==> config.mk <==
export PLATFORM = sky130hd
export DESIGN_NAME = logic_cell_storage_ctrl
export DESIGN_NICKNAME = d
export VERILOG_FILES = /design/src/rtl/cell_pkg.sv /design/src/rtl/logic_cell_storage_ctrl.sv /design/src/rtl/lut_ram.sv
export VERILOG_INCLUDE_DIRS = /design/src /design/src/rtl
export SDC_FILE = /design/constraint.sdc
export NUM_CORES = 1
export LEC_CHECK = 0
export BUFFER_PORTS_ARGS = -buffer_cell sky130_fd_sc_hd__buf_2
export CORE_MARGIN = 2
export CORE_UTILIZATION = 40
export DETAILED_ROUTE_END_ITERATION = 7
export GPL_ROUTABILITY_DRIVEN = 0
export PLACE_DENSITY_LB_ADDON = 0.2
export REMOVE_ABC_BUFFERS = 1
export SLEW_MARGIN = 10
export SYNTH_ARGS = -nofsm -noshare
export SYNTH_HDL_FRONTEND = slang
export SYNTH_SLANG_ARGS = --single-unit
==> constraint.sdc <==
create_clock -name sys_clk_in -period 6.35 [get_ports sys_clk_in]
set_clock_uncertainty 0.1 [all_clocks]
set_input_delay 0.3175 -clock sys_clk_in [delete_from_list [all_inputs] [get_ports sys_clk_in]]
set_output_delay 0.3175 -clock sys_clk_in [all_outputs]
set_load 0.1 [all_outputs]
==> src/rtl/cell_cfg.svh <==
// offsets, field positions, reset values of the logic cell register map
//
// Functional notes
// - each storage element loads from first, second, third table or direct input
// - each registered output muxes storage element or any control input
// - four routed control inputs map through muxes onto four internal controls
// - logic mode: clock enable, set/reset or h0, direct data or h2, h1
// - memory mode: clock enable, write enable, first data, second data or addr4
// - storage elements work independently while tables do unrelated functions
// - flip-flop is d-type with enable and set or clear; map latch bits are unused
// - first and second tables are ram: level, edge or dual-port edge write
// - memory organised as 16x2, 32x1 or 16x1 by mode
// - set/reset active high; one bit per flop picks set or clear
// - global init sets or clears every flop per its configuration bit
// - combinational outputs carry first or third, second or third result
`ifndef CELL_CFG_SVH
`define CELL_CFG_SVH

// ----------------------------------------------------------------
// register offsets
// ----------------------------------------------------------------
`define CELL_CTRL_OFS     12'h000
`define CELL_MAP_OFS      12'h004
`define CELL_TABLE_FG_OFS 12'h008
`define CELL_TABLE_H_OFS  12'h00C
`define CELL_STATUS_OFS   12'h010

// ----------------------------------------------------------------
// control register fields
// ----------------------------------------------------------------
`define CTRL_MEM_BIT      0
`define CTRL_RAM_MODE_LSB 1
`define CTRL_RAM_ORG_LSB  3
`define CTRL_H2_F_BIT     5
`define CTRL_H0_G_BIT     6
`define CTRL_SEL_LSB      8
`define CTRL_RESET        32'h0000_E400

// ----------------------------------------------------------------
// map register fields
// ----------------------------------------------------------------
`define MAP_SRC1_LSB      0
`define MAP_SRC2_LSB      2
`define MAP_BYP1_BIT      4
`define MAP_BYP1_SEL_LSB  5
`define MAP_BYP2_BIT      7
`define MAP_BYP2_SEL_LSB  8
`define MAP_INIT1_BIT     10
`define MAP_INIT2_BIT     11
`define MAP_SREN1_BIT     12
`define MAP_SREN2_BIT     13
`define MAP_LATCH1_BIT    14
`define MAP_LATCH2_BIT    15
`define MAP_XSEL_BIT      16
`define MAP_YSEL_BIT      17
`define MAP_RESET         32'h0000_3000
`define TABLE_H_RESET     8'h00

`endif

==> src/rtl/cell_pkg.sv <==
// types shared by the logic cell design
package cell_pkg;
    typedef enum logic [1:0] {SRC_F, SRC_G, SRC_H, SRC_DIN} data_src_t;
    typedef enum logic [1:0] {RAM_LEVEL, RAM_EDGE, RAM_DUAL} ram_mode_t;
    typedef enum logic [1:0] {ORG_16X2, ORG_32X1, ORG_16X1} ram_org_t;
endpackage : cell_pkg

==> src/rtl/logic_cell_storage_ctrl.sv <==
// storage and control path of one configurable logic cell, apb slave
`timescale 1ns/100ps
`include "cell_cfg.svh"
module logic_cell_storage_ctrl
    import cell_pkg::*;
(
    input  wire logic        sys_clk_in,
    input  wire logic        rstn_in,
    input  wire logic        psel_in,
    input  wire logic        penable_in,
    input  wire logic        pwrite_in,
    input  wire logic [11:0] paddr_in,
    input  wire logic [31:0] pwdata_in,
    output logic      [31:0] prdata_out,
    output logic             pready_out,
    output logic             pslverr_out,
    input  wire logic [3:0]  routed_control_inputs_in,
    input  wire logic [3:0]  f_inputs_in,
    input  wire logic [3:0]  g_inputs_in,
    input  wire logic        global_init_line_in,
    output logic             registered_out_one_out,
    output logic             registered_out_two_out,
    output logic             comb_out_one_out,
    output logic             comb_out_two_out
);
    // ------------------------------------------------------------
    // reset release and pin synchronisers
    // ------------------------------------------------------------
    logic        rst_meta_reg;
    logic        rst_n;
    logic [12:0] pin_meta_reg;
    logic [12:0] pin_sync_reg;

    always_ff @(posedge sys_clk_in or negedge rstn_in)
    begin
        if (!rstn_in)
        begin
            rst_meta_reg <= 1'b0;
            rst_n        <= 1'b0;
        end
        else
        begin
            rst_meta_reg <= 1'b1;
            rst_n        <= rst_meta_reg;
        end
    end

    always_ff @(posedge sys_clk_in or negedge rst_n)
    begin
        if (!rst_n)
        begin
            pin_meta_reg <= '0;
            pin_sync_reg <= '0;
        end
        else
        begin
            pin_meta_reg <= {global_init_line_in, g_inputs_in, f_inputs_in,
                             routed_control_inputs_in};
            pin_sync_reg <= pin_meta_reg;
        end
    end

    logic [3:0] c_pins;
    logic [3:0] f_addr;
    logic [3:0] g_addr;
    logic       gsr_pin;
    assign c_pins  = pin_sync_reg[3:0];
    assign f_addr  = pin_sync_reg[7:4];
    assign g_addr  = pin_sync_reg[11:8];
    assign gsr_pin = pin_sync_reg[12];

    // ------------------------------------------------------------
    // apb register file
    // ------------------------------------------------------------
    logic [31:0] ctrl_reg, ctrl_next;
    logic [31:0] map_reg, map_next;
    logic [7:0]  htab_reg, htab_next;
    logic [31:0] prdata_reg, prdata_next;
    logic        pready_reg, pready_next;
    logic        pslverr_reg, pslverr_next;
    logic        init_pulse_reg, init_pulse_next;
    logic        load_fg;
    logic [31:0] status_word;
    logic        setup;
    logic        hit;

    // one wait-free access phase; bad address answers with pslverr
    always_comb
    begin
        ctrl_next       = ctrl_reg;
        map_next        = map_reg;
        htab_next       = htab_reg;
        prdata_next     = '0;
        pslverr_next    = 1'b0;
        init_pulse_next = 1'b0;
        load_fg         = 1'b0;
        setup           = psel_in && !penable_in;
        pready_next     = setup;
        hit             = 1'b1;
        unique case (paddr_in)
            `CELL_CTRL_OFS:     prdata_next = ctrl_reg;
            `CELL_MAP_OFS:      prdata_next = map_reg;
            `CELL_TABLE_FG_OFS: prdata_next = '0;
            `CELL_TABLE_H_OFS:  prdata_next = {24'h00_0000, htab_reg};
            `CELL_STATUS_OFS:   prdata_next = status_word;
            default:            hit = 1'b0;
        endcase
        if (setup && !hit)
            pslverr_next = 1'b1;
        if (psel_in && penable_in && pready_reg && pwrite_in)
        begin
            prdata_next = '0;
            unique case (paddr_in)
                `CELL_CTRL_OFS:
                begin
                    ctrl_next       = pwdata_in;
                    init_pulse_next = 1'b1;
                end
                `CELL_MAP_OFS:
                begin
                    map_next        = pwdata_in;
                    init_pulse_next = 1'b1;
                end
                `CELL_TABLE_FG_OFS: load_fg = 1'b1;
                `CELL_TABLE_H_OFS:  htab_next = pwdata_in[7:0];
                default:            load_fg = 1'b0;
            endcase
        end
        if (!setup)
            prdata_next = (psel_in && penable_in) ? prdata_reg : '0;
    end

    always_ff @(posedge sys_clk_in or negedge rst_n)
    begin
        if (!rst_n)
        begin
            ctrl_reg       <= `CTRL_RESET;
            map_reg        <= `MAP_RESET;
            htab_reg       <= `TABLE_H_RESET;
            prdata_reg     <= '0;
            pready_reg     <= 1'b0;
            pslverr_reg    <= 1'b0;
            init_pulse_reg <= 1'b1;
        end
        else
        begin
            ctrl_reg       <= ctrl_next;
            map_reg        <= map_next;
            htab_reg       <= htab_next;
            prdata_reg     <= prdata_next;
            pready_reg     <= pready_next;
            pslverr_reg    <= pslverr_next;
            init_pulse_reg <= init_pulse_next;
        end
    end

    // ------------------------------------------------------------
    // control mapping and mode decode
    // ------------------------------------------------------------
    logic [3:0] ctl;
    logic       mem_mode;
    ram_mode_t  ram_mode;
    ram_org_t   ram_org;

    // any routed input can drive any internal control
    generate
        for (genvar i = 0; i < 4; i++)
        begin : g_ctl_mux
            assign ctl[i] = c_pins[ctrl_reg[`CTRL_SEL_LSB + 2*i +: 2]];
        end
    endgenerate

    assign mem_mode = ctrl_reg[`CTRL_MEM_BIT];
    assign ram_mode = ram_mode_t'(ctrl_reg[`CTRL_RAM_MODE_LSB +: 2]);
    assign ram_org  = ram_org_t'(ctrl_reg[`CTRL_RAM_ORG_LSB +: 2]);

    // ------------------------------------------------------------
    // table memory write decode
    // ------------------------------------------------------------
    logic we_prev_reg, we_prev_next;
    logic wr_req;
    logic wr_f;
    logic wr_g;
    logic f_raw;
    logic g_raw;
    logic [3:0] rd_g_addr;

    always_comb
    begin
        we_prev_next = ctl[1];
        if (ram_mode == RAM_LEVEL)
            wr_req = ctl[1];
        else
            wr_req = ctl[1] && !we_prev_reg;
        wr_req = wr_req && mem_mode && ctl[0];
        wr_f   = wr_req;
        wr_g   = 1'b0;
        rd_g_addr = g_addr;
        if (ram_mode == RAM_DUAL)
            wr_g = wr_req;
        else
        begin
            unique case (ram_org)
                ORG_16X2: wr_g = wr_req;
                ORG_32X1:
                begin
                    wr_f      = wr_req && !ctl[3];
                    wr_g      = wr_req && ctl[3];
                    rd_g_addr = mem_mode ? f_addr : g_addr;
                end
                default:  wr_g = 1'b0;
            endcase
        end
    end

    always_ff @(posedge sys_clk_in or negedge rst_n)
    begin
        if (!rst_n)
            we_prev_reg <= 1'b0;
        else
            we_prev_reg <= we_prev_next;
    end

    lut_ram #(
        .ADDR_W (4)
    ) u_lut_ram (
        .clk_in       (sys_clk_in),
        .rstn_in      (rst_n),
        .load_in      (load_fg),
        .load_data_in (pwdata_in),
        .wr_f_in      (wr_f),
        .wr_g_in      (wr_g),
        .wr_addr_in   (f_addr),
        .wr_f_data_in (ctl[2]),
        .wr_g_data_in ((ram_org == ORG_16X2 && ram_mode != RAM_DUAL)
                       ? ctl[3] : ctl[2]),
        .rd_f_addr_in (f_addr),
        .rd_g_addr_in (rd_g_addr),
        .f_out        (f_raw),
        .g_out        (g_raw)
    );

    // ------------------------------------------------------------
    // storage elements and output muxes
    // ------------------------------------------------------------
    logic [1:0] q_reg, q_next;
    logic [1:0] xq_reg, xq_next;
    logic       xo_reg, xo_next;
    logic       yo_reg, yo_next;
    logic       f_val;
    logic       h_val;
    logic [2:0] h_idx;
    logic       global_init_line;
    logic       sr;
    logic [1:0] d_sel;

    always_comb
    begin
        f_val = (mem_mode && ram_org == ORG_32X1 && ram_mode != RAM_DUAL
                 && ctl[3]) ? g_raw : f_raw;
        h_idx[0] = ctrl_reg[`CTRL_H0_G_BIT] ? g_raw : ctl[1];
        h_idx[1] = ctl[3];
        h_idx[2] = ctrl_reg[`CTRL_H2_F_BIT] ? f_val : ctl[2];
        h_val    = htab_reg[h_idx];
        global_init_line      = gsr_pin || init_pulse_reg;
        sr       = ctl[1] && !mem_mode;
        q_next   = q_reg;
        for (int i = 0; i < 2; i++)
        begin
            unique case (data_src_t'(map_reg[`MAP_SRC1_LSB + 2*i +: 2]))
                SRC_F:   d_sel[i] = f_val;
                SRC_G:   d_sel[i] = g_raw;
                SRC_H:   d_sel[i] = h_val;
                SRC_DIN: d_sel[i] = ctl[2];
            endcase
            if (global_init_line)
                q_next[i] = map_reg[`MAP_INIT1_BIT + i];
            else if (sr && map_reg[`MAP_SREN1_BIT + i])
                q_next[i] = map_reg[`MAP_INIT1_BIT + i];
            else if (ctl[0])
                q_next[i] = d_sel[i];
            else
                q_next[i] = q_reg[i];
        end
        xq_next[0] = map_reg[`MAP_BYP1_BIT]
                     ? ctl[map_reg[`MAP_BYP1_SEL_LSB +: 2]] : q_reg[0];
        xq_next[1] = map_reg[`MAP_BYP2_BIT]
                     ? ctl[map_reg[`MAP_BYP2_SEL_LSB +: 2]] : q_reg[1];
        xo_next = map_reg[`MAP_XSEL_BIT] ? h_val : f_val;
        yo_next = map_reg[`MAP_YSEL_BIT] ? h_val : g_raw;
    end

    always_ff @(posedge sys_clk_in or negedge rst_n)
    begin
        if (!rst_n)
        begin
            q_reg  <= 2'h0;
            xq_reg <= 2'h0;
            xo_reg <= 1'b0;
            yo_reg <= 1'b0;
        end
        else
        begin
            q_reg  <= q_next;
            xq_reg <= xq_next;
            xo_reg <= xo_next;
            yo_reg <= yo_next;
        end
    end

    // status view of the cell
    assign status_word = {23'h00_0000, mem_mode, ctl, yo_reg, xo_reg, q_reg};

    assign prdata_out             = prdata_reg;
    assign pready_out             = pready_reg;
    assign pslverr_out            = pslverr_reg;
    assign registered_out_one_out = xq_reg[0];
    assign registered_out_two_out = xq_reg[1];
    assign comb_out_one_out       = xo_reg;
    assign comb_out_two_out       = yo_reg;
endmodule : logic_cell_storage_ctrl

==> src/rtl/lut_ram.sv <==
// two 16-bit lookup tables usable as write-able memory
`timescale 1ns/100ps
module lut_ram #(
    parameter int ADDR_W = 4
) (
    input  wire logic              clk_in,
    input  wire logic              rstn_in,
    input  wire logic              load_in,
    input  wire logic [31:0]       load_data_in,
    input  wire logic              wr_f_in,
    input  wire logic              wr_g_in,
    input  wire logic [ADDR_W-1:0] wr_addr_in,
    input  wire logic              wr_f_data_in,
    input  wire logic              wr_g_data_in,
    input  wire logic [ADDR_W-1:0] rd_f_addr_in,
    input  wire logic [ADDR_W-1:0] rd_g_addr_in,
    output logic                   f_out,
    output logic                   g_out
);
    localparam int DEPTH = 1 << ADDR_W;

    logic [DEPTH-1:0] f_mem_reg;
    logic [DEPTH-1:0] f_mem_next;
    logic [DEPTH-1:0] g_mem_reg;
    logic [DEPTH-1:0] g_mem_next;
    logic             f_rd_reg;
    logic             f_rd_next;
    logic             g_rd_reg;
    logic             g_rd_next;

    // ------------------------------------------------------------
    // table load, user write, registered read
    // ------------------------------------------------------------
    always_comb
    begin
        f_mem_next = f_mem_reg;
        g_mem_next = g_mem_reg;
        if (load_in)
        begin
            f_mem_next = load_data_in[DEPTH-1:0];
            g_mem_next = load_data_in[16 +: DEPTH];
        end
        else
        begin
            if (wr_f_in)
                f_mem_next[wr_addr_in] = wr_f_data_in;
            if (wr_g_in)
                g_mem_next[wr_addr_in] = wr_g_data_in;
        end
        f_rd_next = f_mem_reg[rd_f_addr_in];
        g_rd_next = g_mem_reg[rd_g_addr_in];
    end

    always_ff @(posedge clk_in or negedge rstn_in)
    begin
        if (!rstn_in)
        begin
            f_mem_reg <= '0;
            g_mem_reg <= '0;
            f_rd_reg  <= 1'b0;
            g_rd_reg  <= 1'b0;
        end
        else
        begin
            f_mem_reg <= f_mem_next;
            g_mem_reg <= g_mem_next;
            f_rd_reg  <= f_rd_next;
            g_rd_reg  <= g_rd_next;
        end
    end

    assign f_out = f_rd_reg;
    assign g_out = g_rd_reg;
endmodule : lut_ram

After elaboration in Yosys (flattened, before gate mapping):

Cells that the tools add are included.

* input port bits: 62
* output and inout port bits: 38
* register bits: 176
* logic and storage cells: 143

* mux-type cells: 60
* magnitude comparators: 10
* reductions and logical operators: 38
* equality and inequality tests: 14

Operators with widths (number)
* $pmux 32 s4: 1
* $mux 32: 3
* $mux 16: 4
* $mux 1: 34
* $bwmux 16: 2
* $eq 12x4->1 const B: 2
* $logic_and 1x1->1: 18
* $lt 2x3->1 const B: 6
* $bmux 1 s2: 6
* $eq 12x3->1 const B: 1
* $eq 12x5->1 const B: 1
* $logic_not 12->1: 1
* $mux 4: 3
* $eq 2x2->1 const B: 5
* $lt 4x5->1 const B: 2
* $bmux 1 s4: 2
* $logic_not 2->1: 4
* $pmux 1 s4: 2
* $eq 2x1->1 const B: 3
* $reduce_and 2->1: 3
* $reduce_bool 3->1: 2
* $logic_not 1->1: 5
* $reduce_or 5->1: 1
* $demux 1 s4: 1
* other kinds (8): 10

Logic depth before layout (Yosys ltp):

* depth in word-level cells: 12
* mapped depth: 9
* mapped depth without buffers: 6

Hierarchy:

Synthesis repeated with hierarchy kept, for this count alone.

* cell total of the unflattened synthesis: 666
* area total of the unflattened synthesis: 7971.4 sq um

By module, submodules not included
* logic_cell_storage_ctrl: area an instance 5888.1 sq um, cells each 441, instances 1, sequential area each 3562.2 sq um
* lut_ram: area an instance 2083.2 sq um, cells each 225, instances 1, sequential area each 850.8 sq um

Worst setup path before layout:

Ideal clock, no wire load.

* kind: reg2reg
* start: register pready_reg (netlist: pready_out)
* end: register u_lut_ram.f_mem_reg[7]
* data arrival time: 2.390 ns
* data required time: 6.113 ns
* cell stages (with the launch flop): 9
* library setup time: 0.137 ns
* period minus slack after synthesis: 2.627 ns
* path slack: 3.723 ns
* buffers on the path: 3
* cells stage by stage: dfrtp_1 > nand4_1 > nor2_1 > or4b_1 > buf_2 > buf_6 > buf_2 > o22ai_1 > a21oi_1

* longest elaborated chain between the ends: 4
* elaborated cells between the ends (all ways): 5
* those cells by class: mux (2); reduce/logical (3)

RTL lines
* start, declared: RTL line logic_cell_storage_ctrl.sv:79 `logic pready_reg, pready_next;`
* start signal, assigned: RTL line logic_cell_storage_ctrl.sv:151 `pready_reg <= pready_next;`
* $logic_and 1x1->1 * (2 in series): RTL line logic_cell_storage_ctrl.sv:110 `if (psel_in && penable_in && pready_reg && pwrite_in)`
* $mux 1 *: RTL line logic_cell_storage_ctrl.sv:110
* $mux 16 or $reduce_bool 2->1 (tied branches)
* end signal, assigned: RTL line lut_ram.sv:65 `f_mem_reg <= f_mem_next;`
* end, declared: RTL line lut_ram.sv:22 `logic [DEPTH-1:0] f_mem_reg;`

Every way passes the cells marked *; elsewhere a longest branch is shown, timed or not.
A chain may end at the register's enable or synchronous reset.

Worst setup path in the final report:

* start: register ctrl_reg[10]
* end: register u_lut_ram.f_mem_reg[15]

* longest elaborated chain between the ends: 10

RTL lines
* start, declared: RTL line logic_cell_storage_ctrl.sv:75 `logic [31:0] ctrl_reg, ctrl_next;`
* start signal, assigned: RTL line logic_cell_storage_ctrl.sv:137 `` ctrl_reg <= `CTRL_RESET; ``
* start signal, assigned: RTL line logic_cell_storage_ctrl.sv:147 `ctrl_reg <= ctrl_next;`
* $bmux 1 s2 *: RTL line logic_cell_storage_ctrl.sv:169 `` assign ctl[i] = c_pins[ctrl_reg[`CTRL_SEL_LSB + 2*i +: 2]]; ``
* $mux 1 *: RTL line logic_cell_storage_ctrl.sv:169
* net we_prev_next: RTL line logic_cell_storage_ctrl.sv:180 `logic we_prev_reg, we_prev_next;`
* $logic_and 1x1->1: RTL line logic_cell_storage_ctrl.sv:194 `wr_req = ctl[1] && !we_prev_reg;`
* $mux 1 *: RTL line logic_cell_storage_ctrl.sv:191 `if (ram_mode == RAM_LEVEL)`
* $logic_and 1x1->1 * (2 in series): RTL line logic_cell_storage_ctrl.sv:195 `wr_req = wr_req && mem_mode && ctl[0];`
* $logic_and 1x1->1: RTL line logic_cell_storage_ctrl.sv:207 `wr_f = wr_req && !ctl[3];`
* $mux 1: RTL line logic_cell_storage_ctrl.sv:203 `unique case (ram_org)`
* $mux 1 *: RTL line logic_cell_storage_ctrl.sv:199 `if (ram_mode == RAM_DUAL)`
* $reduce_bool 2->1 (no line) *

The timed path passes the listed nets; every way through them passes the cells marked *. The select of a mux whose other input is x is not followed.

==> impl_metrics.env <==
export IMPL_holdWs_ns=0.0607
export IMPL_post_cts_resized=0
export IMPL_required_ns=6.59
export IMPL_syn_area_um2=7890
export IMPL_htreeDepth=4
export IMPL_cts_tree="yes"
export IMPL_switchingPower_mw=0.542
export IMPL_hold_violations=0
export IMPL_crit_path_cell_trace="mux2i_1 > nand4_1 > o21ai_2 > a21oi_1 > a21oi_1"
export IMPL_clkPwrFrac_pct=44.8
export IMPL_yosys_area_share_simple_pct=8.38
export IMPL_drive_gt1_share_pct=33.2
export IMPL_place_ws_ns=3.02
export IMPL_max_slew_margin_pct=22.6
export IMPL_grt_pass1_wl_um=32600
export IMPL_peakVddDrop_uv=174
export IMPL_ys_warnings_count=0
export IMPL_synth_ff_type="dfrtp_1"
export IMPL_num_fill_cells=1819
export IMPL_setup_slack_ns=2.90
export IMPL_cts_sinks=176
export IMPL_synth_edf_count=0
export IMPL_rows=51
export IMPL_leakagePower_nw=4.19
export IMPL_critPathTopFamily="compound AO/OA/AOI/OAI gates"
export IMPL_power_internal_mw=1.77
export IMPL_clockRootBuffer="clkbuf_16"
export IMPL_cts_buffers=17
export IMPL_dieArea_um2=20900
export IMPL_die_w_um=144
export IMPL_async_flop_share_pct=100
export IMPL_antenna_cells=0
export IMPL_setup_viol=0
export IMPL_io_buffers=99
export IMPL_grt_start_max_net_pins=63
export IMPL_hp_start="pwdata_in[26]"
export IMPL_cp_slowest_cell="o21ai_2"
export IMPL_power_frac_comb_pct=5.2
export IMPL_wire_per_inst_um=19.9
export IMPL_drt_first_pass_iters=7
export IMPL_worstSetupPathType="reg -> reg"
export IMPL_grt_use_total_pct=20.5
export IMPL_antenna_found_initial=0
export IMPL_worst_path_buf_inv=0
export IMPL_floorplan_die_height_um=144
export IMPL_synth_seq_area_share_pct=55.9
export IMPL_coreArea_um2=19400
export IMPL_clkTransAtPathRegs_ns=0.07
export IMPL_setup_tns_ns=0
export IMPL_cts_path_max_buffers=2
export IMPL_max_freq_ghz=0.290
export IMPL_io_pins=100
export IMPL_area_growth_pct=18.1
export IMPL_worstSetupEndpointType="flop"
export IMPL_crit_path_start="ctrl_reg[10]"
export IMPL_synth_top_family_by_area="multiplexers"
export IMPL_nets=809
export IMPL_cp_common_cell="a21oi_1"
export IMPL_ys_seq_elements=176
export IMPL_totalWireLength_um=20400
export IMPL_fin_crit_sh_pct=54.3
export IMPL_cp_arrival_ns=3.69
export IMPL_power_density_nw_per_um2=248
export IMPL_via_per_inst=5.76
export IMPL_critPathMaxFanout=32
export IMPL_synth_cell_types=50
export IMPL_hold_class="in -> reg"
export IMPL_rsz0062_at_grt="false"
export IMPL_cpPeakStageDelay_ns=1.18
export IMPL_grt_overflow_total=0
export IMPL_layout_min_cycle_time_ns=3.45
export IMPL_grt_pass1_vias=5854
export IMPL_drt_iter0_drc=580
export IMPL_start_util_pct=40.7
export IMPL_status="complete, no violations"
export IMPL_dp_hpwl_um=13900
export IMPL_synth_compound_area_share_pct=15.8
export IMPL_ant_nets=0
export IMPL_synthXorXnorAreaFrac_pct=0
export IMPL_vias=5904
export IMPL_synthMuxAreaShare_pct=16.8
export IMPL_tightest_slew_ns=1.16
export IMPL_power_switching_share_pct=23.5
export IMPL_syn_inst=654
export IMPL_slew_viol_final=0
export IMPL_insertion_delay_ns=0.42
export IMPL_start_kind="flop"
export IMPL_seqPwrFrac_pct=50.0
export IMPL_avgSynthCellArea_um2=12.1
export IMPL_post_route_drc_count=0
export IMPL_r2r_start="ctrl_reg[10]"
export IMPL_cap_violations=0
export IMPL_synth_adder_area_share_pct=0
-- timing repair --
action,CTS,global route
hold buffers,14,0
hold endpoints to repair,15,0
setup buffers,0,0
-- cell usage in the layout, fill, tap and decap left out, types with 5 or more instances in the layout --
cell type      count
dfrtp_1          168
buf_2             99
mux2_2            74
nand2_1           64
a21oi_1           52
o21ai_0           33
a22oi_1           23
mux4_2            17
clkbuf_16         17
o22ai_1           16
o21ai_1           15
o311ai_0          14
dlygate4sd3_1     14
nor2_1            12
mux2i_1           10
nor3_1             9
a222oi_1           9
a32oi_1            9
buf_4              9
nor2b_1            8
a21o_1             8
dfstp_2            7
nand2b_1           6
nand3_1            6
inv_1              5
nand4_1            5
clkinvlp_4         5
-- final timing paths --
kind / end / slack, ns / cells past startpoint
setup / recovery: u_lut_ram.f_mem_reg[15] / 2.90 / 5
hold / removal: map_reg[26] / 0.06 / 2
setup reg to reg: u_lut_ram.f_mem_reg[15] / 2.90 / 5
hold reg to reg: pin_sync_reg[7] / 0.25 / 0
max in group asynchronous: prdata_out[6] / 4.63 / 1
min in group asynchronous: rst_n / 0.11 / 2
-- Yosys cell counts, types with 10 or more instances --
| cell | count | area share [%] |
|---|---|---|
| a21oi_1 | 52 | 3.3 |
| a22oi_1 | 23 | 2.2 |
| buf_2 | 13 | 0.82 |
| clkbuf_1 | 25 | 1.2 |
| dfrtp_1 | 169 | 54 |
| mux2_2 | 74 | 11 |
| mux2i_1 | 10 | 1.3 |
| mux4_2 | 17 | 4.9 |
| nand2_1 | 64 | 3.0 |
| nor2_1 | 12 | 0.57 |
| o21ai_0 | 33 | 2.1 |
| o21ai_1 | 15 | 0.95 |
| o22ai_1 | 16 | 1.3 |
| o311ai_0 | 14 | 1.6 |
-- area by class of cell --
| class | count | area, µm² | share of cell area, % |
|---|---|---|---|
| clock buffer | 20 | 447 | 4.79 |
| timing repair buffer | 122 | 703 | 7.55 |
| clock inverter | 12 | 134 | 1.44 |
| multi-input combinational | 425 | 3270 | 35.1 |
| tap | 265 | 332 | 3.56 |
| inverter | 5 | 18.8 | 0.201 |
| sequential | 176 | 4420 | 47.4 |
-- per-stage QoR --
stage / util (%) / power, mW / cells / area, µm²
floorplan: - / 1.23 / 606 / 7670
global placement: 44.3 / 1.29 / 979 / 8600
detailed placement: 44.3 / 1.29 / 979 / 8600
CTS: 48.0 / 2.33 / 1025 / 9320
global route: 48.0 / 2.40 / 1025 / 9320
finish: 48.0 / 2.31 / 1025 / 9320
-- cell families (layout without fill, tap and decap cells) --
| logic type | Yosys count | after routing |
|---|---|---|
| mux | 102 | 102 |
| compound gates | 194 | 194 |
| other cells | 1 | 1 |
| simple gates | 128 | 128 |
| buf+inv | 53 | 159 |
| flops | 176 | 176 |
-- metal layers --
layer	global-route usage [%]	routed length, µm	up-vias	share of wire (%)
li1	-	-	2645	-
met1	28.2	9160	3027	45
met2	33.7	9880	209	48
met3	3.68	1160	23	5.7
met4	5.21	184	0	0.90
met5	0	0	-	0
-- power groups by stage --
stage                     Clock (mW)  Sequential, mW  Combinational [mW]
after global routing            1.11            1.16               0.131
after global placement             0            1.17               0.112
final                           1.03            1.15               0.119
after detailed placement           0            1.17               0.114
after floorplan                    0            1.19              0.0346
after CTS                       1.06            1.15               0.122
No activity file was read; power rests on OpenSTA's default activity.
